## src/verilog/sac_pkg.sv

```systemverilog
/*
 * Constants, register map and types of the host-side controller for a
 * 12-bit successive-approximation converter with a parallel result bus.
 * Assumes a 50 MHz system clock and APB access to the controller registers.
 */
`default_nettype none
package sac_pkg;
    localparam int unsigned SYS_PERIOD_NS = 20;
    localparam int unsigned CONV_CLK_MAX_KHZ = 6000;
    localparam int unsigned ACQ_NS = 350;
    localparam int unsigned ACCESS_NS = 75;
    localparam int unsigned SYNC_STAGES = 3;
    // half period of the conversion clock, rounded up so the rate stays low
    localparam logic [3:0] CLK_HALF = 4'((1000000 + 2 * SYS_PERIOD_NS *
        CONV_CLK_MAX_KHZ - 1) / (2 * SYS_PERIOD_NS * CONV_CLK_MAX_KHZ));
    localparam logic [7:0] ACQ_CYC = 8'((ACQ_NS + SYS_PERIOD_NS - 1) /
        SYS_PERIOD_NS);
    localparam logic [7:0] RD_HOLD = 8'((ACCESS_NS + SYS_PERIOD_NS - 1) /
        SYS_PERIOD_NS + SYNC_STAGES);
    localparam logic [7:0] PWR_CLKS = 8'h0E;
    localparam logic [7:0] REG_CTRL = 8'h00;
    localparam logic [7:0] REG_CMD = 8'h04;
    localparam logic [7:0] REG_STATUS = 8'h08;
    localparam logic [7:0] REG_RESULT = 8'h0C;
    localparam int unsigned CTRL_INT_BIT = 3;
    localparam int unsigned CTRL_RUN_BIT = 4;
    localparam int unsigned CMD_START_BIT = 0;
    localparam int unsigned CMD_READ_BIT = 1;
    typedef enum logic [2:0] {
        MODE_FULL = 3'h0,
        MODE_STAND = 3'h1,
        MODE_SLOW = 3'h2,
        MODE_ROM = 3'h3,
        MODE_CONT = 3'h4
    } sac_mode_t;
    localparam sac_mode_t CTRL_MODE_RST = MODE_FULL;
    typedef enum logic [2:0] {
        ST_WAITCLK = 3'h0,
        ST_ACQ = 3'h1,
        ST_IDLE = 3'h2,
        ST_CONV = 3'h3,
        ST_CAP = 3'h4,
        ST_CONT = 3'h5
    } sac_state_t;
endpackage : sac_pkg
`default_nettype wire

```

## src/verilog/sac_ctrl.sv

```systemverilog
/*
 * Host-side controller for a 12-bit successive-approximation converter:
 * makes the conversion clock, drives the start, read and select strobes,
 * samples the status pin and the result bus. Software reaches it over APB.
 * Assumes the converter pins are asynchronous to clk_sys_i.
 */
// Local design decisions: the register addresses and register access over APB.
`timescale 1ns/1ps
`default_nettype none
module sac_ctrl (
    input wire logic clk_sys_i,
    input wire logic nrst_i,
    input wire logic psel_i,
    input wire logic penable_i,
    input wire logic pwrite_i,
    input wire logic [7:0] paddr_i,
    input wire logic [31:0] pwdata_i,
    output logic pready_o,
    output logic pslverr_o,
    output logic [31:0] prdata_o,
    output logic conv_clk_o,
    output logic convert_start_n_o,
    output logic rd_n_o,
    output logic cs_n_o,
    input wire logic status_n_i,
    input wire logic [11:0] result_bus_i
);
    logic rst_m, rst_n;
    logic [3:0] div_cnt, next_div_cnt;
    logic next_conv_clk, clk_rise, clk_fall;
    logic [12:0] sync_1, sync_2, sync_3, pin_q, next_pin_q;
    logic stat_q;
    logic next_pready, next_slverr;
    logic [31:0] next_prdata;
    sac_pkg::sac_mode_t mode, next_mode;
    logic int_pol, next_int_pol, run, next_run;
    logic apb_done, wr_cmd, rd_res;
    sac_pkg::sac_state_t state, next_state;
    logic [7:0] cnt, next_cnt;
    logic next_cv_n, next_rd_n, next_cs_n;
    logic seen_low, next_seen, rd_flag, next_rd_flag;
    logic ready, next_ready, valid, next_valid;
    logic pend_start, next_pend_start, pend_read, next_pend_read;
    logic take, cap_now;
    logic [11:0] result, next_result;

    // reset release through two flops
    always_ff @(posedge clk_sys_i or negedge nrst_i) begin
        if (!nrst_i) begin
            rst_m <= 1'b0;
            rst_n <= 1'b0;
        end else begin
            rst_m <= 1'b1;
            rst_n <= rst_m;
        end
    end

    always_comb begin
        next_div_cnt = div_cnt + 4'h1;
        next_conv_clk = conv_clk_o;
        if (div_cnt == sac_pkg::CLK_HALF - 4'h1) begin
            next_div_cnt = 4'h0;
            next_conv_clk = !conv_clk_o;
        end
    end
    assign clk_rise = (div_cnt == sac_pkg::CLK_HALF - 4'h1) && !conv_clk_o;
    assign clk_fall = (div_cnt == sac_pkg::CLK_HALF - 4'h1) && conv_clk_o;

    always_ff @(posedge clk_sys_i or negedge rst_n) begin
        if (!rst_n) begin
            div_cnt <= 4'h0;
            conv_clk_o <= 1'b0;
        end else begin
            div_cnt <= next_div_cnt;
            conv_clk_o <= next_conv_clk;
        end
    end

    // status and bus pass three flops; a value counts once stages agree
    always_comb begin
        next_pin_q = pin_q;
        if (sync_2 == sync_3) begin
            next_pin_q = sync_3;
        end
    end
    assign stat_q = pin_q[12];

    always_ff @(posedge clk_sys_i or negedge rst_n) begin
        if (!rst_n) begin
            sync_1 <= 13'h1000;
            sync_2 <= 13'h1000;
            sync_3 <= 13'h1000;
            pin_q <= 13'h1000;
        end else begin
            sync_1 <= {status_n_i, result_bus_i};
            sync_2 <= sync_1;
            sync_3 <= sync_2;
            pin_q <= next_pin_q;
        end
    end

    // apb slave: one wait state, answer registered
    assign apb_done = psel_i && penable_i && pready_o;
    assign wr_cmd = apb_done && pwrite_i && (paddr_i == sac_pkg::REG_CMD);
    assign rd_res = apb_done && !pwrite_i && (paddr_i == sac_pkg::REG_RESULT);

    always_comb begin
        next_pready = psel_i && penable_i && !pready_o;
        next_prdata = 32'h0000_0000;
        next_slverr = 1'b0;
        next_mode = mode;
        next_int_pol = int_pol;
        next_run = run;
        if (psel_i && penable_i && !pready_o) begin
            case (paddr_i)
                sac_pkg::REG_CTRL: next_prdata = {27'h0, run, int_pol, mode};
                sac_pkg::REG_CMD: next_prdata = 32'h0000_0000;
                sac_pkg::REG_STATUS:
                    next_prdata = {28'h0, stat_q, valid, ready,
                        state != sac_pkg::ST_IDLE};
                sac_pkg::REG_RESULT: next_prdata = {20'h0, result};
                default: next_slverr = 1'b1;
            endcase
        end
        if (apb_done && pwrite_i && (paddr_i == sac_pkg::REG_CTRL)) begin
            next_mode = sac_pkg::sac_mode_t'(pwdata_i[2:0]);
            next_int_pol = pwdata_i[sac_pkg::CTRL_INT_BIT];
            next_run = pwdata_i[sac_pkg::CTRL_RUN_BIT];
        end
    end

    always_ff @(posedge clk_sys_i or negedge rst_n) begin
        if (!rst_n) begin
            pready_o <= 1'b0;
            pslverr_o <= 1'b0;
            prdata_o <= 32'h0000_0000;
            mode <= sac_pkg::CTRL_MODE_RST;
            int_pol <= 1'b0;
            run <= 1'b0;
        end else begin
            pready_o <= next_pready;
            pslverr_o <= next_slverr;
            prdata_o <= next_prdata;
            mode <= next_mode;
            int_pol <= next_int_pol;
            run <= next_run;
        end
    end

    // conversion sequencer
    always_comb begin
        next_state = state;
        next_cnt = cnt;
        next_cv_n = convert_start_n_o;
        next_rd_n = rd_n_o;
        next_cs_n = cs_n_o;
        next_seen = seen_low;
        next_rd_flag = rd_flag;
        next_ready = ready;
        take = 1'b0;
        cap_now = 1'b0;
        unique case (state)
            sac_pkg::ST_WAITCLK: begin
                if (clk_rise) begin
                    next_cnt = cnt + 8'h01;
                    if (cnt == sac_pkg::PWR_CLKS - 8'h01) begin
                        next_cnt = 8'h00;
                        next_state = sac_pkg::ST_ACQ;
                    end
                end
            end
            sac_pkg::ST_ACQ: begin
                next_cnt = cnt + 8'h01;
                if (cnt == sac_pkg::ACQ_CYC - 8'h01) begin
                    next_cnt = 8'h00;
                    next_ready = 1'b1;
                    next_state = sac_pkg::ST_IDLE;
                end
            end
            sac_pkg::ST_IDLE: begin
                next_cnt = 8'h00;
                next_seen = 1'b0;
                // every start lands on a falling conversion clock edge
                if (clk_fall) begin
                    // idle levels stand in for grounded pins; moved only
                    // here since a falling convert-start starts the device
                    next_rd_n = (mode != sac_pkg::MODE_STAND);
                    next_cs_n = (mode != sac_pkg::MODE_STAND);
                    next_cv_n = !(mode == sac_pkg::MODE_SLOW ||
                        mode == sac_pkg::MODE_ROM);
                    unique case (mode)
                        sac_pkg::MODE_FULL: begin
                            if (pend_start) begin
                                take = 1'b1;
                                next_cv_n = 1'b0;
                                next_rd_n = !pend_read;
                                next_cs_n = !pend_read;
                                next_rd_flag = pend_read;
                                next_state = sac_pkg::ST_CONV;
                            end else if (pend_read) begin
                                take = 1'b1;
                                next_rd_n = 1'b0;
                                next_cs_n = 1'b0;
                                next_state = sac_pkg::ST_CAP;
                            end
                        end
                        sac_pkg::MODE_STAND: begin
                            if (pend_start) begin
                                take = 1'b1;
                                next_cv_n = 1'b0;
                                next_state = sac_pkg::ST_CONV;
                            end
                        end
                        sac_pkg::MODE_SLOW: begin
                            if (pend_start || pend_read) begin
                                take = 1'b1;
                                next_rd_n = 1'b0;
                                next_cs_n = 1'b0;
                                next_state = sac_pkg::ST_CONV;
                            end
                        end
                        sac_pkg::MODE_ROM: begin
                            if (pend_start || pend_read) begin
                                take = 1'b1;
                                next_rd_n = 1'b0;
                                next_cs_n = 1'b0;
                                next_state = sac_pkg::ST_CAP;
                            end
                        end
                        sac_pkg::MODE_CONT: begin
                            if (run) begin
                                next_cv_n = 1'b0;
                                next_rd_n = 1'b0;
                                next_cs_n = 1'b0;
                                next_state = sac_pkg::ST_CONT;
                            end
                        end
                        default: begin
                        end
                    endcase
                end
            end
            sac_pkg::ST_CONV: begin
                // a low status is noted at once; the end is not taken before cnt reaches RD_HOLD
                if (!stat_q) begin
                    next_seen = 1'b1;
                end
                if (cnt != sac_pkg::RD_HOLD) begin
                    next_cnt = cnt + 8'h01;
                end
                if (cnt == sac_pkg::RD_HOLD - 8'h01) begin
                    if (mode != sac_pkg::MODE_SLOW) begin
                        next_cv_n = 1'b1;
                    end
                    if (rd_flag) begin
                        cap_now = 1'b1;
                        next_rd_n = 1'b1;
                        next_cs_n = 1'b1;
                        next_rd_flag = 1'b0;
                    end
                end else if (cnt == sac_pkg::RD_HOLD &&
                    (int_pol ? !stat_q : (seen_low && stat_q))) begin
                    next_cnt = 8'h00;
                    next_seen = 1'b0;
                    next_state = (mode == sac_pkg::MODE_FULL) ?
                        sac_pkg::ST_ACQ : sac_pkg::ST_CAP;
                end
            end
            sac_pkg::ST_CAP: begin
                next_cnt = cnt + 8'h01;
                if (cnt == sac_pkg::RD_HOLD - 8'h01) begin
                    cap_now = 1'b1;
                    next_cnt = 8'h00;
                    next_rd_n = (mode != sac_pkg::MODE_STAND);
                    next_cs_n = (mode != sac_pkg::MODE_STAND);
                    next_state = (mode == sac_pkg::MODE_ROM) ?
                        sac_pkg::ST_WAITCLK : sac_pkg::ST_ACQ;
                end
            end
            sac_pkg::ST_CONT: begin
                if (!run || mode != sac_pkg::MODE_CONT) begin
                    next_cv_n = 1'b1;
                    next_rd_n = 1'b1;
                    next_cs_n = 1'b1;
                    next_cnt = 8'h00;
                    next_state = sac_pkg::ST_ACQ;
                end else begin
                    if (cnt == sac_pkg::RD_HOLD) begin
                        cap_now = 1'b1;
                        next_cnt = 8'h00;
                    end else if (cnt != 8'h00) begin
                        next_cnt = cnt + 8'h01;
                    end
                    if (!stat_q) begin
                        next_seen = 1'b1;
                    end
                    if (seen_low && stat_q) begin
                        next_seen = 1'b0;
                        next_cnt = 8'h01;
                    end
                end
            end
            default: next_state = sac_pkg::ST_ACQ;
        endcase
        next_result = cap_now ? pin_q[11:0] : result;
        // a capture in the same cycle as a result read keeps valid set
        next_valid = cap_now ? 1'b1 : (rd_res ? 1'b0 : valid);
        next_pend_start = (take ? 1'b0 : pend_start) ||
            (wr_cmd && pwdata_i[sac_pkg::CMD_START_BIT]);
        next_pend_read = (take ? 1'b0 : pend_read) ||
            (wr_cmd && pwdata_i[sac_pkg::CMD_READ_BIT]);
    end

    always_ff @(posedge clk_sys_i or negedge rst_n) begin
        if (!rst_n) begin
            state <= sac_pkg::ST_WAITCLK;
            cnt <= 8'h00;
            convert_start_n_o <= 1'b1;
            rd_n_o <= 1'b1;
            cs_n_o <= 1'b1;
            seen_low <= 1'b0;
            rd_flag <= 1'b0;
            ready <= 1'b0;
            valid <= 1'b0;
            pend_start <= 1'b0;
            pend_read <= 1'b0;
            result <= 12'h000;
        end else begin
            state <= next_state;
            cnt <= next_cnt;
            convert_start_n_o <= next_cv_n;
            rd_n_o <= next_rd_n;
            cs_n_o <= next_cs_n;
            seen_low <= next_seen;
            rd_flag <= next_rd_flag;
            ready <= next_ready;
            valid <= next_valid;
            pend_start <= next_pend_start;
            pend_read <= next_pend_read;
            result <= next_result;
        end
    end

    // helper counters read only by the checks below
    logic [7:0] gap_cnt;
    logic [8:0] since_rst;
    always_ff @(posedge clk_sys_i or negedge rst_n) begin
        if (!rst_n) begin
            gap_cnt <= 8'h00;
            since_rst <= 9'h000;
        end else begin
            gap_cnt <= (state == sac_pkg::ST_CONV && next_state !=
                sac_pkg::ST_CONV) ? 8'h00 :
                (gap_cnt == 8'hFF ? gap_cnt : gap_cnt + 8'h01);
            since_rst <= (since_rst == 9'h1FF) ? since_rst : since_rst + 9'h001;
        end
    end
endmodule : sac_ctrl
`default_nettype wire

```

## config.mk

```make
export PLATFORM = sky130hd
export DESIGN_NAME = sac_ctrl
export DESIGN_NICKNAME = d
export VERILOG_FILES = /design/src/verilog/sac_pkg.sv /design/src/verilog/sac_ctrl.sv
export SDC_FILE = /design/constraint.sdc
export NUM_CORES = 1
export LEC_CHECK = 0
export BUFFER_PORTS_ARGS = -buffer_cell sky130_fd_sc_hd__buf_2
export CAP_MARGIN = 25
export CORE_UTILIZATION = 50
export DETAILED_ROUTE_END_ITERATION = 6
export GPL_TIMING_DRIVEN = 0
export PLACE_DENSITY = 0.78
export SLEW_MARGIN = 20
export SYNTH_ARGS = -nofsm -noshare
export SYNTH_HDL_FRONTEND = slang
export SYNTH_SLANG_ARGS = --single-unit
```

## constraint.sdc

```tcl
create_clock -name clk_sys_i -period 2.9 [get_ports clk_sys_i]
set_input_delay 0.58 -clock clk_sys_i [delete_from_list [all_inputs] [get_ports clk_sys_i]]
set_output_delay 0.58 -clock clk_sys_i [all_outputs]
set_load 0.02 [all_outputs]
```

==> results by group <==
Run status
  – Outcome: completed

Flow run
  – Max Cap Viol: 0

Timing
  – Max Clock Skew: 13.8 ps
  – Post-route setup TNS: 0 ps
  – Final Max Tran Viols: 0
  – Endpoints failing setup: 0
  – Fin worst setup slack: 693 ps
  – Slew headroom: about 63%
  – FMAX: 453 MHz
  – Period minus WS final: 2210 ps
  – Worst slew pin tran: 559 ps
  – Final hold violation count: 0
  – RSZ-0062 raised after global routing: no
  – Final period util: 76.1%

Yosys
  – Post-synthesis compound-gate area fraction: a little under a tenth
  – Synth Instances: 392
  – Mux share of post-synthesis cell area: 9.26%
  – Async set-reset flop share out of synthesis: between 90% and 100%
  – Syn Std Cell Area: 4850 um2
  – Register area share after synthesis: roughly 56%
  – Synth cell types: 61
  – Synth top area share: 53.1%
  – Register bit total from synthesis: 109
  – Synth Area in XOR/XNOR: ~3.6%
  – Synth Area in Adders: 1.81%
  – Simple logic cell fraction of the synthesized area: ~15%
  – Main area contributors after synthesis: dfrtp_1, mux2_2, buf_4, dfstp_2, nor2_1
  – Yosys warns: 0
  – Number of flops mapped to enable cells by yosys: 0
  – Cell accounting for the most synthesized area: dfrtp_1
  – Main combinational cell family by area after synthesis: simple AND/OR/NAND/NOR gates
  – Syn Area/Cell: ~12 um2
  – Ys flop type: dfrtp_1

Pwr
  – Power Density: between 500 and 600 nW/um2
  – Worst vdd ir: around 250 uV
  – Pleak: 2.67 nW

Route
  – Remaining antenna violation count: 0
  – Vias: 3084
  – Residual DRC: 0
  – DRT Pass-1 Iters: 4
  – Drt total wl: 8330 um
  – Via/cell ratio: roughly 5.1
  – Routed WL per cell: 13.8 um
  – Initial DRC count: around 110

Layout
  – Final instance area: 5580 um2
  – Multi-input logic area: 1940 um2
  – Final Util: 59.8%
  – Ant diodes: 0
  – Total Nets Final: about 540
  – Layout cell share with drive strength beyond 1: between 30% and 40%
  – FF/Latch Area: 2740 um2
  – Number of fill cells: 737
  – Area delta synth->final: 15.0%

Worst setup path
  – Crit-path max FO: 5
  – Critical Path Sink Type: flop
  – Critical path data arrival time: 2480 ps
  – Startpoint Class: flop
  – Crit Path Class: flop to flop
  – Worst path required time: 3170 ps

Placed design
  – Dpl cell area: 5370 um2
  – GPL Wtd Cong: between 0.8 and 0.9
  – Port bufs: 46
  – HPWL Detailed: 6110 um
  – Post-place setup slack: between 400 and 500 ps

Die
  – Initial Util: 52.0%
  – Die Y: 101 um
  – I/O pins: 96
  – Die width: 101 um
  – Core ar.: 9330 um2
  – Cell row count: 35
  – Die area: ~10000 um2

Clocking
  – Worst-path clk slew: 110 ps
  – Post-CTS setup buffers: 0
  – Post-cts gate resize count: 0
  – Worst-skew pair later-pin latency: 380 ps
  – # clock sinks: between 100 and 150
  – CTS tree: done
  – CTS H-tree depth: 3
  – Clock buffer depth: 2
  – Num CTS Buffers: 9
  – Root buffer cell: clkbuf_8
  – CTS Hold Bufs: 1

Global routing
  – First-pass GRT wire length: between 10000 and 15000 um
  – Vias in the first global route: 3069
  – Tot GR Track Use: between 10% and 20%
  – Initial antenna violation count: 0
  – GR Overflow Total: 0
  – Pin count of the biggest net entering global routing: about 60

Hold path
  – Worst min path class: flop to asynchronous set/reset pin
==> path summary, 6_finish.rpt <==
| kind | start | to | slack (ps) | depth (start not counted) |
|---|---|---|---|---|
| setup / recovery | div_cnt[0] | state[2] | 690 | 8 |
| hold / removal | rst_n | cnt[5] | 110 | 0 |
| setup reg to reg | div_cnt[0] | state[2] | 690 | 8 |
| hold reg to reg | rst_n | cnt[5] | 110 | 0 |
| max in group asynchronous | rst_n | pin_q[12] | 1980 | 2 |
| min in group clk_sys_i | result_bus_i[4] | sync_1[4] | 300 | 1 |
==> power breakdown <==
part / total, mW / internal, mW / switching (mW)
Sequential: 1.68 / 1.60 / 0.0736
Combinational: 0.644 / 0.269 / 0.375
Clock: 0.896 / 0.340 / 0.556
Total: 3.22 / 2.21 / 1.00
==> layout make-up <==
class / instances / share of cell area [%]
multi-input cells: 260 / 34.8
clock inverters: 7 / 1.39
flip-flops and latches: 109 / 49.1
well taps: 129 / 2.89
repair buffers: 49 / 5.16
inverters: 7 / 0.471
clock buffers: 9 / 2.22
plain buffers: 35 / 3.93
==> cells by family (layout without fill, tap and decap cells) <==
group,after synthesis,count (layout)
mux,40,40
flops,109,109
compound gates,56,56
simple gates,116,116
fa+ha+maj,7,7
xor+xnor,20,20
buf+inv,42,107
other cells,2,21
==> critical path, cell delays in order, from the launching register on <==
cell      delay [ps]
dfrtp_1          430
inv_1             70
ha_1             190
and3b_1          170
clkbuf_1         210
and2_1           190
a31oi_1          170
nor4_4           340
mux2_1           350
==> sequential cells by signal (all words and copies together), names as in the netlist, 3 cells and up <==
| signal | count |
|---|---|
| pin_q | 13 |
| sync_1 | 13 |
| sync_2 | 13 |
| sync_3 | 13 |
| prdata_o | 12 |
| result | 12 |
| cnt | 8 |
| div_cnt | 4 |
| mode | 3 |
| state | 3 |
==> layer usage <==
layer	GRT usage [%]	part of all wire (%)
met1	24.7	46
met2	29.0	47
met3	4.44	4.7
met4	7.25	2.1
met5	0	0
==> layout by cell type (no fill, tap or decap), types with 3 or more instances in the layout <==
cell type / n
dfrtp_1: 102
buf_2: 50
mux2_2: 38
nor2_1: 29
buf_4: 22
conb_1: 21
nand2_1: 17
and2_1: 12
o21ai_0: 12
xor2_1: 11
clkbuf_1: 9
xnor2_1: 9
a22oi_1: 9
clkbuf_8: 9
inv_1: 7
ha_1: 7
nand3_1: 6
a21oi_1: 6
nor3_1: 6
a21o_1: 6
dfstp_2: 6
nor2b_1: 5
nand4_1: 4
nand4bb_1: 4
and3b_1: 3
or3_1: 3
a22o_1: 3
nor4_1: 3
nor3b_1: 3
nand2b_1: 3
a31oi_1: 3
==> Yosys cell counts (all sizes together) (4+ instances only) <==
master   number
a21o          6
a21oi         6
a22oi         9
and2         12
buf          26
clkbuf        9
dfrtp       103
dfstp         6
ha            7
inv           7
mux2         39
nand2        17
nand3         6
nand4         5
nand4bb       4
nor2         29
nor2b         5
nor3          8
nor4          4
o21ai        12
xnor2         9
xor2         11
==> stage by stage <==
step / power [mW] / std cells / hold WS (ps)
after floorplan: 2.19 / 411 / 284
after global placement: 2.30 / 586 / 335
after detailed placement: 2.34 / 588 / 99.8
after CTS: 3.24 / 605 / 110
after global routing: 3.40 / 605 / 112
final: 3.22 / 605 / 107
Power figures use the tool's default switching activity.
